===== src/pkg/uhis_pkg.sv =====
// Package: offsets, field positions, reset values and timing counts of the interrupt status block
package uhis_pkg;

  // ----------------------------------------------------------------
  // Register map
  // ----------------------------------------------------------------
  localparam logic [15:0] IRQ_EVENT_STATUS_OFS = 16'h0310;
  localparam logic [15:0] IRQ_ENABLE_OFS       = 16'h0314;
  localparam logic [15:0] WAKE_HOLD_OFS        = 16'h0318;

  // ----------------------------------------------------------------
  // Field positions
  // ----------------------------------------------------------------
  localparam int PERIODIC_BIT   = 7;
  localparam int CLK_STABLE_BIT = 6;
  localparam int SUSPEND_BIT    = 5;
  localparam int RSVD4_BIT      = 4;
  localparam int DMA_END_BIT    = 3;
  localparam int RSVD2_BIT      = 2;
  localparam int SOF_BIT        = 1;
  localparam int RSVD0_BIT      = 0;
  localparam int WAKE_LSB       = 16;
  localparam int WAKE_MSB       = 31;

  // ----------------------------------------------------------------
  // Reset values and masks
  // ----------------------------------------------------------------
  localparam logic [7:0]  STATUS_RESET   = 8'h00;
  localparam logic [7:0]  ENABLE_RESET   = 8'h00;
  localparam logic [15:0] WAKE_RESET     = 16'h0100;
  localparam logic [7:0]  FLAG_MASK      = 8'hEA;
  localparam logic [7:0]  RSVD_SET_MASK  = 8'h05;

  // ----------------------------------------------------------------
  // Timing
  // ----------------------------------------------------------------
  localparam int CLK_PERIOD_NS    = 25;
  localparam int RSVD_SETTLE_NS   = 1000;
  localparam int RSVD_SETTLE_CYC  = (RSVD_SETTLE_NS + CLK_PERIOD_NS - 1) / CLK_PERIOD_NS;

endpackage : uhis_pkg


===== src/uhis_irq_status.sv =====
// Interrupt status low byte of the host controller, with enable register and wake hold
// Function
// - Bit 7 sets when a periodic descriptor, or the masked descriptor set, completes.
// - Each flag drives the interrupt only while its enable bit is one.
// - Bit 6 sets when internal clocks run stably; zero otherwise.
// - Bit 5 sets when the controller enters suspend; zero otherwise.
// - Access while suspended wakes the device for the programmed hold count.
// - Bit 3 sets when a DMA transfer completes; zero otherwise.
// - Bit 1 sets on each start-of-frame event; zero otherwise.
// - Reserved bits 2 and 0 read zero after reset, then one shortly after.
// - Writing one clears a flag; writing zero leaves it.
// - Flags set on events whatever the global interrupt enable says.
module uhis_irq_status
  import uhis_pkg::*;
#(
  parameter int SETTLE_CYC = RSVD_SETTLE_CYC
) (
  input  wire logic        CLK,
  input  wire logic        RST_N,
  input  wire logic        REG_SEL,
  input  wire logic        REG_WR,
  input  wire logic        REG_RD,
  input  wire logic [15:0] REG_ADDR,
  input  wire logic [31:0] REG_WDATA,
  output logic      [31:0] REG_RDATA,
  input  wire logic        TRANSFER_DESCRIPTOR_DONE,
  input  wire logic        CLOCKS_STABLE,
  input  wire logic        SUSPEND_ENTER,
  input  wire logic        SUSPENDED,
  input  wire logic        DMA_DONE,
  input  wire logic        FRAME_START,
  input  wire logic        GLOBAL_IRQ_ENABLE,
  output logic             IRQ,
  output logic             WAKE
);

  // ----------------------------------------------------------------
  // State
  // ----------------------------------------------------------------
  logic [7:0]  status_q;
  logic [7:0]  status_d;
  logic [7:0]  enable_q;
  logic [7:0]  enable_d;
  logic [15:0] wake_hold_q;
  logic [15:0] wake_hold_d;
  logic        clk_stable_q;
  logic        clk_stable_d;
  logic [15:0] settle_q;
  logic [15:0] settle_d;
  logic        rsvd_up_q;
  logic        rsvd_up_d;
  logic [31:0] rdata_q;
  logic [31:0] rdata_d;
  logic        irq_q;
  logic        irq_d;
  logic [7:0]  events;
  logic        wr_status;
  logic        wr_enable;
  logic        wr_wake;
  logic        access;
  logic        wake_awake;

  // Address decode of a strobe at one register
  function automatic logic hit(input logic [15:0] addr, input logic [15:0] ofs);
    hit = (addr == ofs);
  endfunction : hit

  assign access    = REG_SEL & (REG_WR | REG_RD);
  assign wr_status = REG_SEL & REG_WR & hit(REG_ADDR, IRQ_EVENT_STATUS_OFS);
  assign wr_enable = REG_SEL & REG_WR & hit(REG_ADDR, IRQ_ENABLE_OFS);
  assign wr_wake   = REG_SEL & REG_WR & hit(REG_ADDR, WAKE_HOLD_OFS);

  // ----------------------------------------------------------------
  // Event vector; clock-stable is taken on its rising edge only
  // ----------------------------------------------------------------
  always_comb begin
    events                 = 8'h00;
    events[PERIODIC_BIT]   = TRANSFER_DESCRIPTOR_DONE;
    events[CLK_STABLE_BIT] = CLOCKS_STABLE & ~clk_stable_q;
    events[SUSPEND_BIT]    = SUSPEND_ENTER;
    events[DMA_END_BIT]    = DMA_DONE;
    events[SOF_BIT]        = FRAME_START;
  end

  // ----------------------------------------------------------------
  // Status next state; a set in the clear cycle wins
  // ----------------------------------------------------------------
  // Clear first, then OR in events, so a new event is never lost
  always_comb begin
    status_d     = status_q;
    clk_stable_d = CLOCKS_STABLE;
    if (wr_status) begin
      status_d = status_q & ~(REG_WDATA[7:0] & FLAG_MASK);
    end
    // Global enable is deliberately not consulted here
    status_d = status_d | (events & FLAG_MASK);
  end

  // Status flags and the clock-stable edge register
  always_ff @(posedge CLK) begin
    if (!RST_N) begin
      status_q     <= STATUS_RESET;
      clk_stable_q <= 1'b0;
    end else begin
      status_q     <= status_d;
      clk_stable_q <= clk_stable_d;
    end
  end

  // ----------------------------------------------------------------
  // Enable and wake hold registers
  // ----------------------------------------------------------------
  // Reserved enable positions are masked so they always read zero
  always_comb begin
    enable_d    = enable_q;
    wake_hold_d = wake_hold_q;
    if (wr_enable) begin
      enable_d = REG_WDATA[7:0] & FLAG_MASK;
    end
    if (wr_wake) begin
      wake_hold_d = REG_WDATA[WAKE_MSB:WAKE_LSB];
    end
  end

  // Written only by the processor; no hardware source
  always_ff @(posedge CLK) begin
    if (!RST_N) begin
      enable_q    <= ENABLE_RESET;
      wake_hold_q <= WAKE_RESET;
    end else begin
      enable_q    <= enable_d;
      wake_hold_q <= wake_hold_d;
    end
  end

  // ----------------------------------------------------------------
  // Reserved bits 2 and 0 rise after the settle interval
  // ----------------------------------------------------------------
  always_comb begin
    settle_d  = settle_q;
    rsvd_up_d = rsvd_up_q;
    if (!rsvd_up_q) begin
      if (settle_q >= 16'(SETTLE_CYC - 1)) begin
        rsvd_up_d = 1'b1;
      end else begin
        settle_d = settle_q + 16'h0001;
      end
    end
  end

  // Counter freezes once the reserved bits are up, so it cannot wrap
  always_ff @(posedge CLK) begin
    if (!RST_N) begin
      settle_q  <= 16'h0000;
      rsvd_up_q <= 1'b0;
    end else begin
      settle_q  <= settle_d;
      rsvd_up_q <= rsvd_up_d;
    end
  end

  // ----------------------------------------------------------------
  // Read data, registered so it holds until the next read
  // ----------------------------------------------------------------
  // Reads have no side effects, so polling never loses a flag
  always_comb begin
    rdata_d = rdata_q;
    if (REG_SEL && REG_RD) begin
      rdata_d = 32'h0000_0000;
      if (hit(REG_ADDR, IRQ_EVENT_STATUS_OFS)) begin
        rdata_d[7:0] = status_q | (rsvd_up_q ? RSVD_SET_MASK : 8'h00);
      end else if (hit(REG_ADDR, IRQ_ENABLE_OFS)) begin
        rdata_d[7:0] = enable_q;
      end else if (hit(REG_ADDR, WAKE_HOLD_OFS)) begin
        rdata_d[WAKE_MSB:WAKE_LSB] = wake_hold_q;
      end
    end
  end

  // Read data register
  always_ff @(posedge CLK) begin
    if (!RST_N) begin
      rdata_q <= 32'h0000_0000;
    end else begin
      rdata_q <= rdata_d;
    end
  end

  // ----------------------------------------------------------------
  // Interrupt line
  // ----------------------------------------------------------------
  // Built from next flags and enables, so the line moves with them
  always_comb begin
    // Stays high while any enabled flag is still set
    irq_d = |(status_d & enable_d);
  end

  // Registered so the pin never glitches while flags change
  always_ff @(posedge CLK) begin
    if (!RST_N) begin
      irq_q <= 1'b0;
    end else begin
      irq_q <= irq_d;
    end
  end

  // ----------------------------------------------------------------
  // Wake hold: any access during suspend restarts the timer
  // ----------------------------------------------------------------
  uhis_wake_timer #(
    .WIDTH (16)
  ) uhis_wake_timer_i (
    .CLK      (CLK),
    .RST_N    (RST_N),
    .start    (access & SUSPENDED),
    .duration (wake_hold_q),
    .awake    (wake_awake)
  );

  assign REG_RDATA = rdata_q;
  assign IRQ       = irq_q;
  assign WAKE      = wake_awake;

endmodule : uhis_irq_status


===== src/uhis_wake_timer.sv =====
// Wake timer: holds the controller awake for a programmed count after an access in suspend
module uhis_wake_timer
  import uhis_pkg::*;
#(
  parameter int WIDTH = 16
) (
  input  wire logic             CLK,
  input  wire logic             RST_N,
  input  wire logic             start,
  input  wire logic [WIDTH-1:0] duration,
  output logic                  awake
);

  logic [WIDTH-1:0] count_q;
  logic [WIDTH-1:0] count_d;

  // ----------------------------------------------------------------
  // Down counter, reloaded on every access in suspend so bursts keep it awake
  // ----------------------------------------------------------------
  always_comb begin
    count_d = count_q;
    if (start) begin
      count_d = duration;
    end else if (count_q != '0) begin
      count_d = count_q - WIDTH'(1);
    end
  end

  always_ff @(posedge CLK) begin
    if (!RST_N) begin
      count_q <= '0;
    end else begin
      count_q <= count_d;
    end
  end

  assign awake = (count_q != '0);

endmodule : uhis_wake_timer

===== config.mk =====
export PLATFORM = sky130hd
export DESIGN_NAME = uhis_irq_status
export DESIGN_NICKNAME = d
export VERILOG_FILES = /design/src/pkg/uhis_pkg.sv /design/src/uhis_irq_status.sv /design/src/uhis_wake_timer.sv
export SDC_FILE = /design/constraint.sdc
export NUM_CORES = 1
export LEC_CHECK = 0
export ABC_AREA = 0
export BUFFER_PORTS_ARGS = -buffer_cell sky130_fd_sc_hd__buf_2
export CAP_MARGIN = 20
export CORE_MARGIN = 2
export CORE_UTILIZATION = 50
export CTS_CLUSTER_SIZE = 16
export DETAILED_ROUTE_END_ITERATION = 8
export GPL_TIMING_DRIVEN = 0
export PLACE_DENSITY = 0.76
export SLEW_MARGIN = 0
export SYNTH_ARGS = -nofsm -noshare
export SYNTH_HDL_FRONTEND = slang
export SYNTH_SLANG_ARGS = --single-unit

===== constraint.sdc =====
create_clock -name CLK -period 3.9 [get_ports CLK]
set_clock_uncertainty 0.05 [all_clocks]
set_input_delay 0.78 -clock CLK [delete_from_list [all_inputs] [get_ports CLK]]
set_output_delay 0.78 -clock CLK [all_outputs]
set_load 0.1 [all_outputs]

# ---- Word level (Yosys, flattened, before mapping)
# Index checks and enable logic that the tools add are counted.
# W data, S select, Z words.
dict set report op_classes {
  n_addsub 2
  n_lt_le_gt_ge 1
  n_eq_ne 3
  mux 12
  bitwise 16
  reduce_logical 5
}
# operator n
set ops {}
lappend ops {{$mux W16} 5}
lappend ops {{$eq A16 B10 Y1 const B} 3}
lappend ops {{$mux W8} 4}
lappend ops {{$add A16 B1 Y16 const B} 1}
lappend ops {{$and A8 B8 Y8} 2}
lappend ops {{$ge A16 B6 Y1 const B} 1}
lappend ops {{$reduce_bool A16 Y1} 1}
lappend ops {{$sub A16 B1 Y16 const B} 1}
lappend ops {{$not A8 Y8} 1}
lappend ops {{$or A8 B3 Y8} 1}
lappend ops {{$or A8 B8 Y8} 1}
lappend ops {{$reduce_or A8 Y1} 1}
lappend ops {{$and A1 B1 Y1} 7}
lappend ops {{$mux W3} 1}
lappend ops {{$not A1 Y1} 3}
lappend ops {{$mux W1} 2}
lappend ops {{$reduce_and A2 Y1} 1}
lappend ops {{$reduce_bool A2 Y1} 1}
lappend ops {{$logic_and A1 B1 Y1} 1}
lappend ops {{$or A1 B1 Y1} 1}
dict set report totals {
  register_bits 91
  wordCells 48
}

# ---- Depth between registers and ports, before layout
dict set report logic_depth {
  depth_word 6
  depth_mapped 9
  depth_no_buf 8
}

# ---- Cells and area by module
# Synthesis repeated with hierarchy kept, for this count alone.
dict set report hier_totals {
  hier_cells 374
  hier_area_um2 3647.2
}
# mod instances cells_per_inst area_per_inst_um2
set modules_own_cells {}
lappend modules_own_cells {uhis_irq_status 1 266 2752.6}
lappend modules_own_cells {uhis_wake_timer 1 108 894.6}

# ---- Worst setup path before layout
# OpenSTA, ideal clock, no wires.
dict set report synth_path {
  path_type {register -> output}
  from {register uhis_wake_timer_i.count_q[7]}
  to {output WAKE}
  t_arrival_ps 1847
  slack_ps 1223
  stages_incl_launch_ff 6
  path_buffers 1
  path_cell_list {dfxtp_1 > or4_4 > or3_4 > nor4_4 > buf_6 > inv_2}
}
dict set report synth_between {
  elab_chain_len 1
}
# element line_no
set synth_rtl {}
lappend synth_rtl {{from (decl)} uhis_wake_timer.sv:14} ;# logic [WIDTH-1:0] count_q;
lappend synth_rtl {{from (signal assigned)} uhis_wake_timer.sv:33} ;# count_q <= count_d;
lappend synth_rtl {{$reduce_bool A16 Y1} uhis_wake_timer.sv:37} ;# assign awake = (count_q != '0);
lappend synth_rtl {{to (decl)} uhis_irq_status.sv:34} ;# output logic WAKE
# No other way between the ends.

# ---- Worst setup path in the final report
# Ends and elaborated chain as after synthesis.

==> flow_summary.rst <==
.. list-table::
   :header-rows: 1

   * - Metric
     - Value
   * - Reg2Reg Launch Point
     - uhis_wake_timer_i.count_q[7]
   * - Slowest stage cell, crit path
     - or4_4
   * - Share of final-layout standard cells stronger than drive strength 1
     - roughly a fifth
   * - Maximum vdd ir drop
     - 0.2747 mV
   * - Post-Syn Instances
     - 411
   * - Area fraction of the dominant cell type after synthesis
     - a little under half
   * - Total global routing track utilization
     - a little under a quarter
   * - Post CTS Setup Buffer Count
     - 0
   * - Crit-path max FO
     - 10
   * - Largest buffer count on any clock path
     - 2
   * - Combinational group share of total power
     - approximately a third
   * - Number of antenna violations at the first check in global routing
     - 0
   * - Placed instance count
     - between 500 and 600
   * - Final weighted congestion in routability-driven placement
     - roughly 0.85
   * - Worst relative slew slack
     - a little over two fifths
   * - Global-route congestion overflow total
     - 0
   * - Vias in the first global route
     - between 3,000 and 4,000
   * - Largest net degree at the start of global routing
     - 15
   * - Remaining number of nets flagged by the antenna check after routing
     - 0
   * - Master cell of the clock root buffer
     - clkbuf_8
   * - Maximum capacitance violations
     - 0
   * - Hold path startpoint
     - REG_RDATA[25]
   * - Wire length of the first global-routing pass
     - 14,300 µm
   * - Worst Hold Depth
     - 2
   * - Fraction of the yosys area taken by sequential cells
     - between 40% and 50%
   * - Clock tree from TritonCTS
     - yes
   * - Clock-pin slew of the registers on the worst-case setup and hold paths
     - 80 ps
   * - Internal portion of total power
     - 1.627 mW
   * - Share of the clock period used by the worst path
     - a little under nine tenths
   * - Synth-to-Final Area Change
     - 19.88%
   * - Worst EP arrival
     - 2500 ps
   * - Total power per unit cell area
     - ~580 nW/µm²
   * - Min Clock Period, post-route
     - approximately 3300 ps
   * - Worst Setup Path Type
     - reg -> out
   * - TritonCTS buffer count
     - 9
   * - Tightest Pin Transition
     - around 860 ps
   * - Number of standard cells in the final layout excluding fillers
     - 605
   * - Setup TNS
     - 0 ps
   * - # hold bufs at CTS
     - 0
   * - RSZ-0062 raised after global routing
     - false
   * - Via density per instance
     - about 5.3
   * - Count of different cell masters after synthesis
     - 59
   * - Worst r2r path cells
     - 8
   * - Setup-failing EPs final
     - 0
   * - Number of inserted filler cells in the final layout
     - ~660
   * - NetSw
     - 0.8931 mW
   * - EDFF count, synth
     - 0
   * - Yosys Warn Count
     - 0
   * - Async set-reset flop share out of synthesis
     - 0%
   * - Critical path launch point type
     - flip-flop
   * - Outcome
     - complete, no violations
   * - Antenna Cells
     - 0
   * - Avg Cell Area, Syn
     - slightly below 9 µm²
   * - Die area
     - 7999 µm²
   * - Iteration count of the initial detailed-routing pass
     - 4
   * - Detailed placement HPWL
     - approximately 6600 µm
   * - Core utilization of the finished layout
     - 60.98%
   * - Critical-path cell list
     - or4_4 -> or3_4 -> nor4_4 -> buf_6 -> inv_2 -> buf_2
   * - Final Hold Fails
     - 0
   * - Sequential group share of total power
     - between 40% and 50%
   * - Leading post-synthesis cells by cell area
     - dfxtp_1, nand2_1, a21boi_1
   * - Detail-routed net length per standard cell
     - about 15 µm
   * - Via count of the routed design
     - around 3,200
   * - Maximum operating frequency
     - 300.6 MHz
   * - Capturing point of the worst reg2reg path
     - uhis_wake_timer_i.count_q[14]
   * - Post-synth design cell area
     - 3650 µm²
   * - Flip-flop cell with the highest count after synthesis
     - dfxtp_1
   * - Number of placement rows
     - 31
   * - Final max-slew violation count
     - 0
   * - Number of violations reported at the end of detailed-routing iteration 0
     - 171
   * - Final net count
     - about 560
   * - Boundary Pins
     - 94
   * - # DRC
     - 0
   * - Hold/Removal Path Class
     - reg -> reg
   * - Relative contribution of the clock network to total power
     - between 20% and 30%
   * - Register bit count reported by yosys
     - just over 80
   * - Initial standard-cell utilization of the core
     - slightly above 50%
   * - Worst Path Required
     - approximately 3100 ps
   * - # clock sinks
     - 83
   * - Register-to-Register Setup Slack
     - 1540 ps
   * - Area of the core region
     - 7176 µm²
   * - Largest stage delay, worst path
     - 580 ps
   * - Clock insertion delay at the later pin of the skew report
     - 360 ps
   * - Post-Route WL
     - 8828 µm
   * - Worst Setup SP
     - uhis_wake_timer_i.count_q[7]
   * - Switching part of the total power
     - a little over a third
   * - Die extent in y
     - between 80 and 90 µm
   * - CTS H-tree lvls
     - 3
   * - Largest area contributor in the netlist
     - dfxtp_1
   * - IO Port Bufs
     - ~70
   * - Worst-case hold path end point
     - REG_RDATA[25]
   * - Number of resized instances in the post-cts repair step
     - 0
   * - Width of the die
     - between 80 and 90 µm
   * - Critical path endpoint category
     - output pin
   * - Leak Pwr
     - approximately 1.8 nW
worst max-delay path by stage:
stage	to	slack (ps)
2_1_floorplan	WAKE	1220
3_3_place_gp	wake_hold_q[8]	780
3_5_place_dp	wake_hold_q[8]	770
4_1_cts	WAKE	550
5_1_grt	WAKE	450
6_report	WAKE	570
synth_stat cells (4+ instances only):
cell type and number:
a21boi_0 10, a21boi_1 25, a21oi_1 10, a221oi_1 5, and2_1 19, buf_4 11
clkbuf_1 18, dfxtp_1 83, inv_1 7, mux2i_1 6, nand2_1 59, nand3_1 27
nor2_1 15, nor2b_1 19, nor3_1 12, nor3b_1 7, nor4_1 6, o21ai_0 5
o31ai_1 4, xnor2_1 5, xor2_1 7
through the flow:
step | hold WS [ps] | setup WS, ps | cell area [µm²] | total power [mW]
floorplan | 380.2 | 1223 | 3680 | 1.683
global placement | 391.0 | 781.7 | 4159 | 1.824
detailed placement | 393.9 | 767.3 | 4159 | 1.845
CTS | 411.6 | 554.5 | 4375 | 2.517
global route | 427.6 | 452.5 | 4375 | 2.670
finish | 413.9 | 573.6 | 4375 | 2.520
layout by cell type (no fill, tap or decap), drive strengths merged, types with 10 or more instances in the layout:
cell type / instances
nand2: 59
nand3: 27
nor2: 15
and2: 20
a21oi: 10
nor2b: 19
dfxtp: 83
buf: 84
a21boi: 35
clkbuf: 27
nor3: 13
layout make-up:
type | count | area (µm²) | share of cell area (%)
clock buffers | 9 | 123.9 | 2.831
inverters | 8 | 30.03 | 0.6863
multi-input cells | 297 | 1822 | 41.64
plain buffers | 31 | 166.4 | 3.803
clock inverters | 7 | 92.59 | 2.116
flip-flops and latches | 83 | 1662 | 37.98
well taps | 99 | 123.9 | 2.831
repair buffers | 71 | 355.3 | 8.121
power by group through the flow:
stage	registers [mW]	logic (mW)	clock network [mW]
after floorplan	1.03	0.657	0
after global routing	1.02	0.940	0.712
after detailed placement	1.02	0.824	0
after global placement	1.02	0.807	0
after CTS	1.01	0.835	0.676
final	1.01	0.836	0.676
kinds of logic (layout without fill, tap and decap cells):
| logic type | after synthesis | count (layout) | synth area share [%] |
|---|---|---|---|
| adder cells (fa/ha/maj) | 3 | 3 | 1.029 |
| flip-flops | 83 | 83 | 45.53 |
| buffers and inverters | 39 | 126 | 5.382 |
| AND/OR/NAND/NOR | 184 | 184 | 26.88 |
| multiplexers | 6 | 6 | 1.646 |
| XOR/XNOR | 12 | 12 | 2.880 |
| other | 1 | 9 | 0.1027 |
| AO/OA/AOI/OAI | 83 | 83 | 16.56 |
metal layers:
| metal | vias to the layer above | part of all wire, % | track usage, % |
|---|---|---|---|
| li1 | 1600 | - | - |
| met1 | 1506 | 46 | 29.31 |
| met2 | 96 | 46 | 38.38 |
| met5 | - | 0 | 0 |
| met3 | 24 | 5.1 | 4.617 |
| met4 | 0 | 2.9 | 11.80 |
registers in the layout, summed over array words and instances (netlist names), 5 cells and up:
name	flops
wake_hold_q	16
uhis_wake_timer_i.count_q	16
settle_q	16
status_q	5
REG_RDATA	22
enable_q	5
critical path: cells and delay by family (launching register included):
family                 cells  cell delay, ps
flip-flops                 1             370
buffers and inverters      3             550
AND/OR/NAND/NOR            3            1220
No activity file was read; power rests on OpenSTA's default activity.
